$ cat config.mk
export PLATFORM = sky130hd
export DESIGN_NAME = iod_decoder
export DESIGN_NICKNAME = d
export VERILOG_FILES = /design/src/iod_pkg.sv /design/src/iod_decoder.sv /design/src/iod_mem_class.sv
export VERILOG_INCLUDE_DIRS = /design/src
export SDC_FILE = /design/constraint.sdc
export NUM_CORES = 1
export LEC_CHECK = 0
export ABC_CLOCK_PERIOD_IN_PS = 800
export BUFFER_PORTS_ARGS = -buffer_cell sky130_fd_sc_hd__buf_2
export CAP_MARGIN = 20
export CORE_MARGIN = 2
export CORE_UTILIZATION = 24
export DETAILED_ROUTE_END_ITERATION = 10
export GPL_TIMING_DRIVEN = 0
export PLACE_DENSITY_LB_ADDON = 0.3
export SLEW_MARGIN = 40
export SYNTH_ARGS = -nofsm -noshare
export SYNTH_HDL_FRONTEND = slang
export SYNTH_SLANG_ARGS = --single-unit
$ cat constraint.sdc
create_clock -name ref_clk_i -period 0.8 [get_ports ref_clk_i]
set_clock_uncertainty 0.1 [all_clocks]
set_input_delay 0.04 -clock ref_clk_i [delete_from_list [all_inputs] [get_ports ref_clk_i]]
set_output_delay 0.04 -clock ref_clk_i [all_outputs]
set_load 0.02 [all_outputs]
$ cat src/iod_cfg.svh
// Opcode field positions and operation codes for the instruction decoder.
`ifndef IOD_CFG_SVH
`define IOD_CFG_SVH

`define IOD_FMT_HI        31
`define IOD_FMT_LO        30
`define IOD_RD_HI         29
`define IOD_RD_LO         25
`define IOD_OP3_HI        24
`define IOD_OP3_LO        19
`define IOD_RS1_HI        18
`define IOD_RS1_LO        14
`define IOD_OPF_HI        13
`define IOD_OPF_LO        5

`define IOD_FMT_BRANCH    2'h0
`define IOD_FMT_CALL      2'h1
`define IOD_FMT_ARITH     2'h2
`define IOD_FMT_MEM       2'h3

`define IOD_OP2_UNIMP     3'h0
`define IOD_OP2_ICC       3'h2
`define IOD_OP2_SETHI     3'h4
`define IOD_OP2_FBR       3'h6
`define IOD_OP2_CBR       3'h7

`define IOD_OP3_ADDX      6'h08
`define IOD_OP3_UNSIGNED_MULTIPLY      6'h0a
`define IOD_OP3_SIGNED_MULTIPLY      6'h0b
`define IOD_OP3_SUBX      6'h0c
`define IOD_OP3_UDIV      6'h0e
`define IOD_OP3_SDIV      6'h0f
`define IOD_OP3_DIVSTEP   6'h1d
`define IOD_OP3_TADD      6'h20
`define IOD_OP3_TSUB      6'h21
`define IOD_OP3_TADDTV    6'h22
`define IOD_OP3_TSUBTV    6'h23
`define IOD_OP3_MULSTEP   6'h24
`define IOD_OP3_SHL       6'h25
`define IOD_OP3_SHRL      6'h26
`define IOD_OP3_SHRA      6'h27
`define IOD_OP3_READ_ANCILLARY_STATE     6'h28
`define IOD_OP3_READ_PROCESSOR_STATE     6'h29
`define IOD_OP3_READ_WINDOW_INVALID_MASK     6'h2a
`define IOD_OP3_READ_TRAP_BASE     6'h2b
`define IOD_OP3_SCAN      6'h2c
`define IOD_OP3_WRITE_ANCILLARY_STATE     6'h30
`define IOD_OP3_WRPSR     6'h31
`define IOD_OP3_WRWIM     6'h32
`define IOD_OP3_WRTBR     6'h33
`define IOD_OP3_FPOP1     6'h34
`define IOD_OP3_FPOP2     6'h35
`define IOD_OP3_COPROC_OPERATE_ONE     6'h36
`define IOD_OP3_CPOP2     6'h37
`define IOD_OP3_JMPL      6'h38
`define IOD_OP3_RETURN_FROM_TRAP      6'h39
`define IOD_OP3_TICC      6'h3a
`define IOD_OP3_FLUSH     6'h3b
`define IOD_OP3_SAVE      6'h3c
`define IOD_OP3_RESTORE   6'h3d

`define IOD_CC_NEVER      4'h0
`define IOD_CC_ALWAYS     4'h8

`endif

$ cat src/iod_pkg.sv
// Types shared by the instruction decoder files.
package iod_pkg;

  typedef enum logic [6:0] {
    IOD_OP_ILLEGAL,
    IOD_OP_UNIMP,
    IOD_OP_SETHI,
    IOD_OP_NOP,
    IOD_OP_BICC,
    IOD_OP_FBRANCH,
    IOD_OP_CBRANCH,
    IOD_OP_CALL,
    IOD_OP_ADD,
    IOD_OP_AND,
    IOD_OP_OR,
    IOD_OP_XOR,
    IOD_OP_SUB,
    IOD_OP_ANDN,
    IOD_OP_ORN,
    IOD_OP_XNOR,
    IOD_OP_ADDX,
    IOD_OP_SUBX,
    IOD_OP_UNSIGNED_MULTIPLY,
    IOD_OP_SIGNED_MULTIPLY,
    IOD_OP_UDIV,
    IOD_OP_SDIV,
    IOD_OP_DIVIDE_STEP,
    IOD_OP_TADD,
    IOD_OP_TSUB,
    IOD_OP_TADD_TV,
    IOD_OP_TSUB_TV,
    IOD_OP_MULTIPLY_STEP,
    IOD_OP_SHIFT_LEFT_LOGICAL,
    IOD_OP_SHIFT_RIGHT_LOGICAL,
    IOD_OP_SHIFT_RIGHT_ARITH,
    IOD_OP_READ_ANCILLARY_STATE,
    IOD_OP_READ_MULTIPLY_DIVIDE_REG,
    IOD_OP_STORE_BARRIER,
    IOD_OP_READ_PROCESSOR_STATE,
    IOD_OP_READ_WINDOW_INVALID_MASK,
    IOD_OP_READ_TRAP_BASE,
    IOD_OP_BIT_SCAN,
    IOD_OP_WRITE_ANCILLARY_STATE,
    IOD_OP_WRITE_MULTIPLY_DIVIDE_REG,
    IOD_OP_WRITE_PROCESSOR_STATE,
    IOD_OP_WRITE_WINDOW_INVALID_MASK,
    IOD_OP_WRITE_TRAP_BASE,
    IOD_OP_FLOAT_OPERATE,
    IOD_OP_FLOAT_COMPARE,
    IOD_OP_COPROC_OPERATE_ONE,
    IOD_OP_COPROC_OPERATE_TWO,
    IOD_OP_JUMP_AND_LINK,
    IOD_OP_RETURN_FROM_TRAP,
    IOD_OP_TRAP_COND,
    IOD_OP_FLUSH,
    IOD_OP_SAVE,
    IOD_OP_RESTORE,
    IOD_OP_LOAD_WORD,
    IOD_OP_LOAD_UBYTE,
    IOD_OP_LOAD_UHALF,
    IOD_OP_LOAD_DOUBLE,
    IOD_OP_STORE_WORD,
    IOD_OP_STORE_BYTE,
    IOD_OP_STORE_HALF,
    IOD_OP_STORE_DOUBLE,
    IOD_OP_LOAD_SBYTE,
    IOD_OP_LOAD_SHALF,
    IOD_OP_ATOMIC_LOAD_STORE_BYTE,
    IOD_OP_SWAP,
    IOD_OP_FLOAT_MEM,
    IOD_OP_COPROC_MEM
  } iod_op_t;

endpackage : iod_pkg
$ cat src/iod_decoder.sv
// Registered opcode classifier for the integer core fetch-to-execute path.
`timescale 1ns/1ps
`default_nettype none
`include "iod_cfg.svh"

module iod_decoder (
  input  wire logic          ref_clk_i,     // Core clock, 40 MHz.
  input  wire logic          resetn_i,      // Asynchronous reset, active low.
  input  wire logic          valid_i,       // Instruction word valid.
  input  wire logic [31:0]   instr_i,       // Fetched instruction word.
  output logic               valid_o,       // Decoded result valid.
  output iod_pkg::iod_op_t   op_o,          // Operation class.
  output logic [3:0]         cond_o,        // Branch or trap condition.
  output logic               set_cc_o,      // Operation sets condition codes.
  output logic               alt_space_o,   // Alternate address space access.
  output logic [8:0]         fp_subop_o,    // Floating operate sub-opcode.
  output logic [29:0]        call_disp_o,   // Call displacement.
  output logic               unimp_o        // Unimplemented-instruction trap.
);

  logic [1:0]        fmt;
  logic [4:0]        rd_f;
  logic [5:0]        op3;
  logic [4:0]        rs1_f;
  logic [8:0]        opf;
  iod_pkg::iod_op_t  mem_op;
  logic              mem_alt;
  logic              mem_unimp;

  iod_pkg::iod_op_t  op_r, op_nxt;
  logic              valid_r, valid_nxt;
  logic [3:0]        cond_r, cond_nxt;
  logic              set_cc_r, set_cc_nxt;
  logic              alt_r, alt_nxt;
  logic [8:0]        opf_r, opf_nxt;
  logic [29:0]       disp_r, disp_nxt;
  logic              unimp_r, unimp_nxt;

  // Opcode families 0 to 7 of format 10, shared by the plain and cc forms.
  function automatic iod_pkg::iod_op_t alu_op(input logic [2:0] code);
    iod_pkg::iod_op_t r;
    unique case (code)
      3'h0: r = iod_pkg::IOD_OP_ADD;
      3'h1: r = iod_pkg::IOD_OP_AND;
      3'h2: r = iod_pkg::IOD_OP_OR;
      3'h3: r = iod_pkg::IOD_OP_XOR;
      3'h4: r = iod_pkg::IOD_OP_SUB;
      3'h5: r = iod_pkg::IOD_OP_ANDN;
      3'h6: r = iod_pkg::IOD_OP_ORN;
      3'h7: r = iod_pkg::IOD_OP_XNOR;
    endcase
    return r;
  endfunction : alu_op

  assign fmt   = instr_i[`IOD_FMT_HI:`IOD_FMT_LO];
  assign rd_f  = instr_i[`IOD_RD_HI:`IOD_RD_LO];
  assign op3   = instr_i[`IOD_OP3_HI:`IOD_OP3_LO];
  assign rs1_f = instr_i[`IOD_RS1_HI:`IOD_RS1_LO];
  assign opf   = instr_i[`IOD_OPF_HI:`IOD_OPF_LO];

  iod_mem_class u_mem (
    .op3_i   (op3),
    .op_o    (mem_op),
    .alt_o   (mem_alt),
    .unimp_o (mem_unimp)
  );

  always_comb begin
    valid_nxt  = valid_i;
    op_nxt     = iod_pkg::IOD_OP_ILLEGAL;
    cond_nxt   = 4'h0;
    set_cc_nxt = 1'b0;
    alt_nxt    = 1'b0;
    opf_nxt    = 9'h000;
    disp_nxt   = 30'h0000_0000;
    unimp_nxt  = 1'b0;
    unique case (fmt)
      `IOD_FMT_BRANCH: begin
        cond_nxt = rd_f[3:0];
        unique case (op3[5:3])
          `IOD_OP2_UNIMP: op_nxt = iod_pkg::IOD_OP_UNIMP;
          `IOD_OP2_ICC:   op_nxt = iod_pkg::IOD_OP_BICC;
          `IOD_OP2_SETHI: begin
            op_nxt = (rd_f == 5'h00) ? iod_pkg::IOD_OP_NOP
                                     : iod_pkg::IOD_OP_SETHI;
          end
          `IOD_OP2_FBR: op_nxt = iod_pkg::IOD_OP_FBRANCH;
          `IOD_OP2_CBR: begin
            op_nxt    = iod_pkg::IOD_OP_CBRANCH;
            unimp_nxt = 1'b1;
          end
          default: op_nxt = iod_pkg::IOD_OP_ILLEGAL;
        endcase
      end
      `IOD_FMT_CALL: begin
        op_nxt   = iod_pkg::IOD_OP_CALL;
        disp_nxt = instr_i[29:0];
      end
      `IOD_FMT_ARITH: begin
        cond_nxt = rd_f[3:0];
        if (op3[5:4] != 2'h2 && op3[5:4] != 2'h3) begin
          set_cc_nxt = op3[4];
        end
        if (op3[5] == 1'b0 && op3[3] == 1'b0) begin
          op_nxt = alu_op(op3[2:0]);
        end else begin
          unique case (op3)
            `IOD_OP3_ADDX, 6'h18: op_nxt = iod_pkg::IOD_OP_ADDX;
            `IOD_OP3_SUBX, 6'h1c: op_nxt = iod_pkg::IOD_OP_SUBX;
            `IOD_OP3_UNSIGNED_MULTIPLY, 6'h1a: op_nxt = iod_pkg::IOD_OP_UNSIGNED_MULTIPLY;
            `IOD_OP3_SIGNED_MULTIPLY, 6'h1b: op_nxt = iod_pkg::IOD_OP_SIGNED_MULTIPLY;
            `IOD_OP3_UDIV, 6'h1e: begin
              op_nxt    = iod_pkg::IOD_OP_UDIV;
              unimp_nxt = 1'b1;
            end
            `IOD_OP3_SDIV, 6'h1f: begin
              op_nxt    = iod_pkg::IOD_OP_SDIV;
              unimp_nxt = 1'b1;
            end
            `IOD_OP3_DIVSTEP: op_nxt = iod_pkg::IOD_OP_DIVIDE_STEP;
            `IOD_OP3_TADD:    op_nxt = iod_pkg::IOD_OP_TADD;
            `IOD_OP3_TSUB:    op_nxt = iod_pkg::IOD_OP_TSUB;
            `IOD_OP3_TADDTV:  op_nxt = iod_pkg::IOD_OP_TADD_TV;
            `IOD_OP3_TSUBTV:  op_nxt = iod_pkg::IOD_OP_TSUB_TV;
            `IOD_OP3_MULSTEP: op_nxt = iod_pkg::IOD_OP_MULTIPLY_STEP;
            `IOD_OP3_SHL:     op_nxt = iod_pkg::IOD_OP_SHIFT_LEFT_LOGICAL;
            `IOD_OP3_SHRL:    op_nxt = iod_pkg::IOD_OP_SHIFT_RIGHT_LOGICAL;
            `IOD_OP3_SHRA:    op_nxt = iod_pkg::IOD_OP_SHIFT_RIGHT_ARITH;
            `IOD_OP3_READ_ANCILLARY_STATE: begin
              // The rd test comes first: the barrier encoding wins over a Y read.
              if (rd_f == 5'h00) begin
                op_nxt    = iod_pkg::IOD_OP_STORE_BARRIER;
                unimp_nxt = 1'b1;
              end else if (rs1_f == 5'h00) begin
                op_nxt = iod_pkg::IOD_OP_READ_MULTIPLY_DIVIDE_REG;
              end else begin
                op_nxt = iod_pkg::IOD_OP_READ_ANCILLARY_STATE;
              end
            end
            `IOD_OP3_READ_PROCESSOR_STATE: op_nxt = iod_pkg::IOD_OP_READ_PROCESSOR_STATE;
            `IOD_OP3_READ_WINDOW_INVALID_MASK: op_nxt = iod_pkg::IOD_OP_READ_WINDOW_INVALID_MASK;
            `IOD_OP3_READ_TRAP_BASE: op_nxt = iod_pkg::IOD_OP_READ_TRAP_BASE;
            `IOD_OP3_SCAN:  op_nxt = iod_pkg::IOD_OP_BIT_SCAN;
            `IOD_OP3_WRITE_ANCILLARY_STATE: begin
              op_nxt = (rd_f == 5'h00) ? iod_pkg::IOD_OP_WRITE_MULTIPLY_DIVIDE_REG
                                       : iod_pkg::IOD_OP_WRITE_ANCILLARY_STATE;
            end
            `IOD_OP3_WRPSR: op_nxt = iod_pkg::IOD_OP_WRITE_PROCESSOR_STATE;
            `IOD_OP3_WRWIM: op_nxt = iod_pkg::IOD_OP_WRITE_WINDOW_INVALID_MASK;
            `IOD_OP3_WRTBR: op_nxt = iod_pkg::IOD_OP_WRITE_TRAP_BASE;
            `IOD_OP3_FPOP1: begin
              op_nxt    = iod_pkg::IOD_OP_FLOAT_OPERATE;
              opf_nxt   = opf;
              unimp_nxt = 1'b1;
            end
            `IOD_OP3_FPOP2: begin
              op_nxt    = iod_pkg::IOD_OP_FLOAT_COMPARE;
              opf_nxt   = opf;
              unimp_nxt = 1'b1;
            end
            `IOD_OP3_COPROC_OPERATE_ONE: begin
              op_nxt    = iod_pkg::IOD_OP_COPROC_OPERATE_ONE;
              unimp_nxt = 1'b1;
            end
            `IOD_OP3_CPOP2: begin
              op_nxt    = iod_pkg::IOD_OP_COPROC_OPERATE_TWO;
              unimp_nxt = 1'b1;
            end
            `IOD_OP3_JMPL:    op_nxt = iod_pkg::IOD_OP_JUMP_AND_LINK;
            `IOD_OP3_RETURN_FROM_TRAP:    op_nxt = iod_pkg::IOD_OP_RETURN_FROM_TRAP;
            `IOD_OP3_TICC:    op_nxt = iod_pkg::IOD_OP_TRAP_COND;
            `IOD_OP3_FLUSH: begin
              op_nxt    = iod_pkg::IOD_OP_FLUSH;
              unimp_nxt = 1'b1;
            end
            `IOD_OP3_SAVE:    op_nxt = iod_pkg::IOD_OP_SAVE;
            `IOD_OP3_RESTORE: op_nxt = iod_pkg::IOD_OP_RESTORE;
            default:          op_nxt = iod_pkg::IOD_OP_ILLEGAL;
          endcase
        end
        if (op3 == `IOD_OP3_DIVSTEP || op3 == `IOD_OP3_TADD || op3 == `IOD_OP3_TSUB ||
            op3 == `IOD_OP3_TADDTV || op3 == `IOD_OP3_TSUBTV ||
            op3 == `IOD_OP3_MULSTEP) begin
          set_cc_nxt = 1'b1;
        end
      end
      `IOD_FMT_MEM: begin
        op_nxt    = mem_op;
        alt_nxt   = mem_alt;
        unimp_nxt = mem_unimp;
      end
    endcase
    // Unknown encodings trap the same way as known unimplemented ones.
    if (op_nxt == iod_pkg::IOD_OP_ILLEGAL) begin
      unimp_nxt = 1'b1;
    end
    if (!valid_i) begin
      unimp_nxt = 1'b0;
    end
  end

  // One register stage keeps all data outputs glitch-free into execute.
  always_ff @(posedge ref_clk_i or negedge resetn_i) begin
    if (!resetn_i) begin
      valid_r  <= 1'b0;
      op_r     <= iod_pkg::IOD_OP_ILLEGAL;
      cond_r   <= 4'h0;
      set_cc_r <= 1'b0;
      alt_r    <= 1'b0;
      opf_r    <= 9'h000;
      disp_r   <= 30'h0000_0000;
      unimp_r  <= 1'b0;
    end else begin
      valid_r  <= valid_nxt;
      op_r     <= op_nxt;
      cond_r   <= cond_nxt;
      set_cc_r <= set_cc_nxt;
      alt_r    <= alt_nxt;
      opf_r    <= opf_nxt;
      disp_r   <= disp_nxt;
      unimp_r  <= unimp_nxt;
    end
  end

  assign valid_o     = valid_r;
  assign op_o        = op_r;
  assign cond_o      = cond_r;
  assign set_cc_o    = set_cc_r;
  assign alt_space_o = alt_r;
  assign fp_subop_o  = opf_r;
  assign call_disp_o = disp_r;
  assign unimp_o     = unimp_r;

endmodule : iod_decoder
`default_nettype wire

$ cat src/iod_mem_class.sv
// Memory-format (format 11) opcode classifier.
`timescale 1ns/1ps
`default_nettype none
`include "iod_cfg.svh"

module iod_mem_class (
  input  wire logic [5:0]     op3_i,      // Operation field of the word.
  output iod_pkg::iod_op_t    op_o,       // Memory operation class.
  output logic                alt_o,      // Alternate address space form.
  output logic                unimp_o     // No hardware implementation.
);

  logic [3:0] base;

  always_comb begin
    base    = op3_i[3:0];
    alt_o   = 1'b0;
    unimp_o = 1'b0;
    op_o    = iod_pkg::IOD_OP_ILLEGAL;
    if (!op3_i[5]) begin
      // Bit 4 only selects the alternate space; the base code is shared.
      alt_o = op3_i[4];
      unique case (base[3:0])
        4'h0: op_o = iod_pkg::IOD_OP_LOAD_WORD;
        4'h1: op_o = iod_pkg::IOD_OP_LOAD_UBYTE;
        4'h2: op_o = iod_pkg::IOD_OP_LOAD_UHALF;
        4'h3: op_o = iod_pkg::IOD_OP_LOAD_DOUBLE;
        4'h4: op_o = iod_pkg::IOD_OP_STORE_WORD;
        4'h5: op_o = iod_pkg::IOD_OP_STORE_BYTE;
        4'h6: op_o = iod_pkg::IOD_OP_STORE_HALF;
        4'h7: op_o = iod_pkg::IOD_OP_STORE_DOUBLE;
        4'h9: op_o = iod_pkg::IOD_OP_LOAD_SBYTE;
        4'ha: op_o = iod_pkg::IOD_OP_LOAD_SHALF;
        4'hd: op_o = iod_pkg::IOD_OP_ATOMIC_LOAD_STORE_BYTE;
        4'hf: op_o = iod_pkg::IOD_OP_SWAP;
        default: op_o = iod_pkg::IOD_OP_ILLEGAL;
      endcase
    end else if (op3_i[4:3] == 2'h0) begin
      op_o    = iod_pkg::IOD_OP_FLOAT_MEM;
      unimp_o = 1'b1;
    end else if (op3_i[4:3] == 2'h2 && op3_i[2:0] != 3'h7) begin
      op_o    = iod_pkg::IOD_OP_COPROC_MEM;
      unimp_o = 1'b1;
    end
  end

endmodule : iod_mem_class
`default_nettype wire

# After elaboration in Yosys (flattened, before gate mapping)
# Memory sizes are Yosys's and may differ from the RTL's.
# Cells that the tools add are included.
word_totals:
  memories: 2
  input_bits: 35
  output_inout_bits: 54
  regBits: 54
  mem_bits_ro: 136
memory_table:
  columns: ["name", "depth", "word_bits", "read_ports", "rd_ports_with_merged_regs", "write_ports", "line_no", "source"]
  rows:
  - ["(name not given)", 16, 7, 1, 0, 0, "iod_mem_class.sv:23", "unique case (base[3:0])"]
  - ["(name not given)", 8, 3, 1, 0, 0, "iod_decoder.sv:42", "unique case (code)"]
op_classes:
  n_eq_ne: 51
  n_mux: 31
  reduce_logical: 23
  bitwise: 2
op_table:
  columns: ["op", "n"]
  rows:
  - ["$pmux W6 S34", 1]
  - ["$eq A6 B6 Y1 const B", 27]
  - ["$eq A6 B5 Y1 const B", 7]
  - ["$eq A6 B4 Y1 const B", 6]
  - ["$mux W30", 1]
  - ["$mux W7", 4]
  - ["$pmux W7 S4", 1]
  - ["$mux W9", 3]
  - ["$reduce_or A2 Y1", 8]
  - ["$mux W1", 15]
  - ["$pmux W3 S5", 1]
  - ["$mux W6", 2]
  - ["$logic_not A5 Y1", 2]
  - ["$eq A3 B3 Y1 const B", 3]
  - ["$reduce_or A9 Y1", 1]
  - ["$logic_not A7 Y1", 1]
  - ["$eq A2 B2 Y1 const B", 3]
  - ["$logic_or A1 B1 Y1", 5]
  - ["$logic_not A2 Y1", 2]
  - ["$mux W4", 1]
  - ["$ne A2 B2 Y1 const B", 2]
  - ["$eq A3 B2 Y1 const B", 1]
  - ["$logic_and A1 B1 Y1", 3]
  - ["$logic_not A3 Y1", 1]
  - ["5 further kinds", 6]

# Depth between registers and ports, before layout
# Gate-level depths: netlist of run 1.
depth:
  depth_word: 9
  ltp_mapped: 10

# By module
# A second synthesis of run 1 with hierarchy kept.
unflattened:
  hier_cells: 274
  hier_area_um2: 2788.9
by_module_without_submodules:
  columns: ["mod", "area_each_um2", "instances", "cells_per_inst"]
  rows:
  - ["iod_decoder", 2548.7, 1, 245]
  - ["iod_mem_class", 240.2, 1, 29]

# Worst setup path before layout of run 1
# No wires, ideal clock.
synth_timing:
  path_kind: "input to register"
  startpoint: "input port instr_i[20]"
  endpoint: "register unimp_r (netlist: unimp_o)"
  path_slack_ns: -1.012
  path_buffers: 1
  t_arrival_ns: 1.592
  setup_time_ns: 0.120
  cell_stages: 10
  cell_sequence: "inv_1 -> ha_1 -> buf_2 -> nand2_1 -> and3_1 -> or3_1 -> o32a_1 -> a21oi_1 -> nor3_1 -> a31o_1"
synth_between:
  word_cells_on_any_way: 66
synth_rtl:
  columns: ["element", "line_no", "source"]
  rows:
  - ["start: declaration", "iod_decoder.sv:10", "input wire logic [31:0] instr_i,"]
  - ["$eq A6 B4 Y1 / $eq A6 B5 Y1 (equally long branches)", "iod_decoder.sv:107", "unique case (op3)"]
  - ["$reduce_or A2 Y1, on equally long branches", null, null]
  - ["$pmux W6 S34", "iod_decoder.sv:107", null]
  - ["$mux W7", "iod_decoder.sv:104", "if (op3[5] == 1'b0 && op3[3] == 1'b0) begin"]
  - ["$pmux W7 S4 (*)", "iod_decoder.sv:77", "unique case (fmt)"]
  - ["via op_nxt[3]", "iod_decoder.sv:30", "iod_pkg::iod_op_t op_r, op_nxt;"]
  - ["$logic_not A7 Y1 (*)", "iod_decoder.sv:194", "if (op_nxt == iod_pkg::IOD_OP_ILLEGAL) begin"]
  - ["$mux W1 (*)", "iod_decoder.sv:194", null]
  - ["$mux W1 (*)", "iod_decoder.sv:197", "if (!valid_i) begin"]
  - ["via unimp_nxt", "iod_decoder.sv:37", "logic unimp_r, unimp_nxt;"]
  - ["end signal: assignment", "iod_decoder.sv:221", "unimp_r <= unimp_nxt;"]
  - ["end: declaration", "iod_decoder.sv:37", null]
# The timed path passes the listed nets; every way through them passes the cells marked *.

# Worst setup path in the final report of run 1
layout_timing:
  startpoint: "input port instr_i[29]"
  endpoint: "register unimp_r (netlist: unimp_o)"
layout_between:
  elab_chain_cells: 8
  word_cells_on_any_way: 15
layout_rtl:
  columns: ["element", "line_no"]
  rows:
  - ["$logic_not A5 Y1 (*)", "iod_decoder.sv:84, iod_decoder.sv:131, iod_decoder.sv:145"]
  - ["$mux W1 / $mux W6 (equally long branches)", "iod_decoder.sv:84, iod_decoder.sv:131, iod_decoder.sv:145"]
  - ["$pmux W6 S34", "iod_decoder.sv:107"]
  - ["$mux W7", "iod_decoder.sv:104"]
  - ["$pmux W7 S4", "iod_decoder.sv:77"]
  - ["$logic_not A7 Y1", "iod_decoder.sv:194"]
  - ["$mux W1 (*)", "iod_decoder.sv:194"]
  - ["$mux W1 (*)", "iod_decoder.sv:197"]
  - ["via unimp_nxt", "iod_decoder.sv:37"]
# Marks and branches as above.

==> results of run 1 <==
==> per-stage QoR <==
stage                     total power [mW]  setup WS (ns)  util (%)  instance area [µm²]
after detailed placement              4.10          -1.39      31.2                 3520
after global routing                  7.43         -0.818      44.0                 4950
after global placement                4.11          -1.48      31.2                 3520
after floorplan                       3.64         -0.878         -                 2910
final                                 7.16         -0.782      44.0                 4950
after CTS                             7.08         -0.786      42.3                 4770
==> flip-flops by register name, summed over array words and instances (netlist names) <==
name,count
unimp_o,1
valid_o,1
cond_o,4
call_disp_o,30
set_cc_o,1
op_o,7
alt_space_o,1
fp_subop_o,9
==> worst max-delay path: cells and delay by family <==
family / cells / cell delay, ns
and+or+nand+nor: 4 / 0.92
AOI/OAI and AO/OA: 3 / 0.59
buffers and inverters: 1 / 0.09
==> kinds of logic after synthesis <==
| logic type | after synthesis |
|---|---|
| and+or+nand+nor | 125 |
| AOI/OAI and AO/OA | 64 |
| buffers and inverters | 28 |
| DFF | 54 |
| adders and majority gates | 5 |
| muxes | 2 |
==> cells in the mapped netlist (2+ instances only) <==
master	count	area share, %
inv_1	6	0.82
and3b_1	2	0.64
a311oi_1	4	1.3
nand2_1	18	2.5
ha_1	5	2.3
nor3_1	9	1.6
o21ai_0	12	2.2
mux2i_1	2	0.73
o22ai_1	3	0.69
dfrtp_1	54	49
nor2b_1	8	1.8
o21ai_1	3	0.55
and2_1	36	8.2
a21oi_1	16	2.9
or3_1	2	0.46
nand3_1	2	0.37
clkbuf_1	11	1.5
nor3b_1	2	0.55
buf_4	3	0.82
o32ai_1	2	0.64
nor4_1	3	0.69
nand2b_1	12	2.7
buf_2	6	1.1
nor2_1	15	2.1
a2bb2oi_1	2	0.64
a31o_1	3	0.96
a31oi_1	5	1.1
a211oi_1	3	0.82
==> power breakdown <==
part	switching, mW	total [mW]	internal [mW]
sequential	0.0545	2.89	2.84
clock	0.965	2.44	1.48
combinational	0.901	1.83	0.926
total	1.92	7.16	5.24
==> worst max-delay path by stage <==
stage | start | depth (start not counted) | end | slack, ns
floorplan | instr_i[20] | 10 | unimp_o | -0.88
global placement | instr_i[20] | 10 | unimp_o | -1.48
detailed placement | instr_i[20] | 10 | unimp_o | -1.39
CTS | instr_i[20] | 10 | unimp_o | -0.79
global route | instr_i[20] | 10 | unimp_o | -0.82
finish | instr_i[29] | 8 | unimp_o | -0.78
==> repair_timing <==
action                                 4_1_cts  5_1_grt
pin swaps                                   22       30
setup buffers                               27       13
setup endpoints to repair                   99       97
gates cloned                                 2        0
endpoints found under the hold margin       95       58
gates resized for setup                    177       35
==> final cells by class <==
type                    count  area share, %
flip-flops and latches     54           27.3
multi-input cells         196           30.9
clock buffers               5           2.53
repair buffers            152           29.3
well taps                 143           3.61
inverters                   7           1.09
clock inverters             3          0.909
plain buffers              19           4.37
==> layer usage <==
metal | vias up | routed length, µm
li1 | 1280 | -
met1 | 1332 | 3530
met2 | 183 | 4860
met3 | 43 | 776
met4 | 0 | 480
met5 | - | 0
==> run_results.csv, run 1 <==
group,metric,value,unit
outcome,status,"finished with violations",
outcome,violations,"negative hold slack, negative setup slack",
route,via_per_inst,4.90,
route,wl_per_cell,16.6,µm
logic_synthesis,synthesis.area,0.00274,mm²
sta,worst_slack,-0.782,ns
flow_run,maxCapViolCount,0,
logic_synthesis,ys_warn_count,0,
logic_synthesis,synth-xor-area-share,0,%
worst_setup_path,crit_path_max_fanout,4,
floorplan,rows,39,
worst_setup_path,cp-start-kind,"input port",
finish,final_cells,579,
placed_design,place_inst,507,
worst_setup_path,cpMostUsedCell,"a31o_1",
sta,final-setup-viol-count,72,
pwr,leakagePower,2.26,nW
global_routing,antenna_found_initial,0,
logic_synthesis,synthMuxAreaShare,0.731,%
logic_synthesis,synth_flop_cell,"dfrtp_1",
global_routing,grt_use_met1,17.3,%
cts,cts_buffers,5,
global_routing,met3_usage,2.57,%
logic_synthesis,yosys.area_share.simple,27.8,%
sta,rsz0062_at_grt,"true",
finish,layout-drive-gt1-share,49.1,%
logic_synthesis,seq_area_frac_synth,49.4,%
logic_synthesis,avgSynthCellArea,9.85,µm²
floorplan,ioPinCount,89,
floorplan,dieArea,0.0123,mm²
worst_hold_path,hold_class,"in2async",
finish,nNetsFinal,475,
cts,cts_tree,"done",
sta,slew_viol_final,0,
placed_design,gp_congestion,0.899,
route,dr.pass1.iters,6,
floorplan,die_h,111,µm
sta,period_minus_slack,1.58,ns
finish,multi_input_area,0.00153,mm²
route,dr_total_vias,2838,
pwr,powerDensity,1450,mW/mm²
worst_setup_path,critPathKind,"in2reg",
sta,whs,-0.312,ns
logic_synthesis,synth_compound_area_share,15.3,%
global_routing,overflow,0,
cts,postCtsHoldBufs,25,
placed_design,hpwl,6130,µm
logic_synthesis,synth_cells,278,
global_routing,use_met2,26.9,%
worst_setup_path,crit_slowest_cell,"or4_4",
worst_setup_path,crit_path_max_incr_delay,0.58,ns
route,drtIter0Drc,447,
cts,path_clk_slew,0.07,ns
cts,cts_buffer_depth,2,
finish,nFillCells,1043,
finish,diodes,0,
logic_synthesis,synth-seq-cells,54,
logic_synthesis,synthAdderAreaFrac,2.29,%
finish,regArea,0.00135,mm²
global_routing,grt_pass1_vias,2933,
sta,tightest_slew,0.665,ns
route,ant_nets,0,
cts,cts-root-buf,"clkbuf_16",
worst_setup_path,critical_path_required,0.88,ns
floorplan,die_x,111,µm
logic_synthesis,synth_top_family_by_area,"simple AND/OR/NAND/NOR gates",
sta,relSlewSlack,55.6,%
sta,fin_crit_sh,198,%
finish,mostFrequentLayoutCells,"76 x buf_6, 54 x dfrtp_1, 27 x buf_4, 26 x and2_1, 26 x buf_2",
global_routing,grt_busiest_layer,"met2",
worst_setup_path,cp-end-kind,"flop",
global_routing,grt_pass1_wl,14900,µm
cts,cts.sinks,54,
sta,setup_tns,-16.06,ns
pwr,peakVddDrop,1.28,mV
logic_synthesis,synth.distinct_cells,57,
logic_synthesis,syn-num-nets,318,
sta,report.final.hold_viol_count,58,
floorplan,start_util,24.3,%
logic_synthesis,async_reset_ff_share,100,%
placed_design,io_buffers,86,
global_routing,grt_max_degree,55,
sta,clock.fmax,0.632,GHz
finish,final_common_cell,"buf_6",
global_routing,grt_usage,15.1,%
worst_setup_path,cp.arrival,1.67,ns
logic_synthesis,synth_edf_count,0,
finish,layout-area-overhead-vs-synth,81.0,%
route,drc_errors,0,
route,wl,9640,µm
floorplan,core_area,0.0113,mm²
cts,htree_levels,2,
worst_setup_path,crit_chain,"buf_6 > or4_4 > nor2_8 > nor2_2 > o22a_1 > a31o_1 > nor4b_2 > a31o_1",
No activity file was read; power rests on OpenSTA's default activity.
==> run 2: changes to the inputs <==
Settings changed: ABC_AREA set to 1.
==> run 2 against run 1 <==
Net effect:
- critical path depth grew 5
- synthesized area grew 0.18%
- via count grew 2.8%
- sequential share of layout area grew 1.2 points
- first-iteration DRC count shrank 33%
- sequential power is essentially flat
- critical path type unchanged
- final area shrank 4.1%
- largest cell class is now multi-input gates
- worst setup slack gained 0.17 ns
- the flow still finishes with violations (negative hold slack, negative setup slack)
- die area grew 0.18%
- synthesized cell count grew 27%
- clock power shrank 18%
- largest power group unchanged
==> run_results.csv, run 2 <==
group,metric,value,unit
worst_hold_path,hold_class,"in2async",
logic_synthesis,synth.top_cell.area_share,49.3,%
cts,path_clk_slew,0.07,ns
sta,slew_viol_final,0,
sta,clock.fmax,0.709,GHz
route,wl,9120,µm
logic_synthesis,yosysMostFrequentCell,"nor2_1",
worst_setup_path,cp-start-kind,"input port",
pwr,peakVddDrop,1.28,mV
global_routing,grt_pass1_wl,14900,µm
sta,tightest_slew,0.661,ns
logic_synthesis,ys_top_cells_by_area,"dfrtp_1 49%, nor2_1 10%, nand2_1 8.2%",
logic_synthesis,seq_area_frac_synth,49.3,%
cts,htree_levels,2,
floorplan,dieArea,0.0123,mm²
worst_setup_path,cp.arrival,1.53,ns
placed_design,io_buffers,86,
pwr,powerDensity,1370,mW/mm²
worst_setup_path,crit_path_max_fanout,5,
logic_synthesis,synth-seq-cells,54,
route,drtIter0Drc,299,
cts,cts_tree,"done",
route,wl_per_cell,14.4,µm
cts,cts.sinks,54,
finish,final_common_cell,"nor2_1",
floorplan,core_area,0.0113,mm²
placed_design,hpwl,6210,µm
global_routing,antenna_found_initial,0,
sta,period_minus_slack,1.41,ns
route,dr_total_vias,2917,
placed_design,gp_congestion,0.938,
logic_synthesis,synth_flop_cell,"dfrtp_1",
finish,largest_register_ffs,30,
logic_synthesis,ys_warn_count,0,
global_routing,grt_max_degree,55,
sta,report.final.hold_viol_count,59,
route,dr.pass1.iters,4,
worst_setup_path,cp-end-kind,"flop",
logic_synthesis,synth_edf_count,0,
logic_synthesis,synth.distinct_cells,29,
finish,nNetsFinal,531,
finish,mostFrequentLayoutCells,"65 x nor2_1, 60 x buf_6, 54 x dfrtp_1, 40 x nand2_1, 39 x inv_1",
logic_synthesis,syn-num-nets,392,
floorplan,rows,39,
sta,worst_slack,-0.611,ns
cts,cts_buffers,5,
outcome,status,"finished with violations",
global_routing,grt_usage,14.8,%
worst_setup_path,critPathKind,"in2reg",
finish,layout-drive-gt1-share,45.0,%
flow_run,maxCapViolCount,0,
cts,postCtsHoldBufs,26,
sta,rsz0062_at_grt,"true",
logic_synthesis,synth_common_cells,"76 x nor2_1, 60 x nand2_1, 54 x dfrtp_1, 45 x inv_1, 32 x nand3_1",
floorplan,die_x,111,µm
worst_setup_path,critical_path_required,0.92,ns
logic_synthesis,async_reset_ff_share,100,%
pwr,leakagePower,2.48,nW
sta,relSlewSlack,55.9,%
sta,whs,-0.310,ns
floorplan,start_util,24.3,%
floorplan,ioPinCount,89,
sta,fin_crit_sh,176,%
cts,cts-root-buf,"clkbuf_16",
global_routing,overflow,0,
route,via_per_inst,4.60,
outcome,violations,"negative hold slack, negative setup slack",
cts,cts_buffer_depth,2,
logic_synthesis,synth_cells,352,
route,drc_errors,0,
finish,diodes,0,
global_routing,grt_pass1_vias,2908,
sta,final-setup-viol-count,71,
logic_synthesis,synthesis.area,0.00274,mm²
floorplan,die_h,111,µm
logic_synthesis,avgSynthCellArea,7.79,µm²
placed_design,pre_cts_ws,-1.26,ns
finish,layout-area-overhead-vs-synth,73.3,%
logic_synthesis,yosysTopAreaCell,"dfrtp_1",
route,ant_nets,0,
-- run 2: cell count changes after synthesis, moves of 8 or more --
cell,before,now
nand3_1,2,32
and2_1,36,0
inv_1,6,45
nand2_1,18,60
inv_2,1,9
nand2b_1,12,0
nor2_1,15,76
nor2b_1,8,0
-- run 2: logic make-up (layout without fill, tap and decap cells) --
group	after synthesis	count (layout)	synth area share (%)
AOI/OAI and AO/OA	29	29	6.93
adders and majority gates	5	5	2.28
and+or+nand+nor	196	196	31.4
buffers and inverters	68	207	10.1
DFF	54	54	49.3
-- run 2: worst max-delay path, cell delays in order --
cell and delay [ns]:
buf_12 0.11, inv_12 0.04, ha_4 0.18, buf_8 0.15
nand3_2 0.10, o21ai_0 0.13, nor2_1 0.18, nand4_1 0.11
nand2_1 0.08, nand2_2 0.08, nor2_4 0.13, nand3_2 0.08
a21oi_2 0.13
-- run 2: what timing repair did --
| action | in CTS | in global routing |
|---|---|---|
| cloned | 1 | 1 |
| resized for setup | 142 | 55 |
| pin swaps | 30 | 25 |
| setup buffers | 10 | 11 |
| endpoints found under the setup margin | 72 | 102 |
| hold endpoints to repair | 96 | 59 |
-- run 2: how the worst max path moves through the flow --
stage,start,cells past startpoint,to
after floorplan,instr_i[20],12,unimp_o
after global placement,instr_i[20],13,unimp_o
after detailed placement,instr_i[20],13,unimp_o
after CTS,instr_i[19],15,unimp_o
after global routing,instr_i[19],15,unimp_o
final,instr_i[20],13,unimp_o
-- run 2: power breakdown --
part	leakage [nW]	switching [mW]	internal [mW]
combinational	1.69	0.897	0.710
sequential	0.722	0.0558	2.84
clock	0.0694	0.879	1.13
total	2.48	1.83	4.68
-- run 2: final cells by class --
type | instances | area, µm²
sequential | 54 | 1350
inverter | 55 | 240
multi-input combinational | 230 | 1470
tap | 143 | 179
buffer | 10 | 96.3
clock buffer | 5 | 125
timing repair buffer | 135 | 1280
fill | 1063 | 6520
clock inverter | 2 | 10.0
-- run 2: layer usage --
metal  wire length [µm]  vias to the layer above  track usage (%)
met1               3780                     1361             18.3
met5                  0                        -                0
li1                   -                     1382                -
met4                353                        0             6.25
met2               4390                      142             25.2
met3                588                       32             2.73
-- run 2: through the flow --
stage                     total power [mW]  TNS (ns)  instances  area [µm²]  util, %
final                                 6.51    -10.95        634        4750     42.2
after CTS                             6.45    -10.25        622        4470     39.7
after detailed placement              4.05    -19.95        581        3530     31.3
after global routing                  6.81    -13.05        634        4750     42.2
after global placement                4.05    -38.95        581        3530     31.3
after floorplan                       3.60     -5.54        352        2920        -
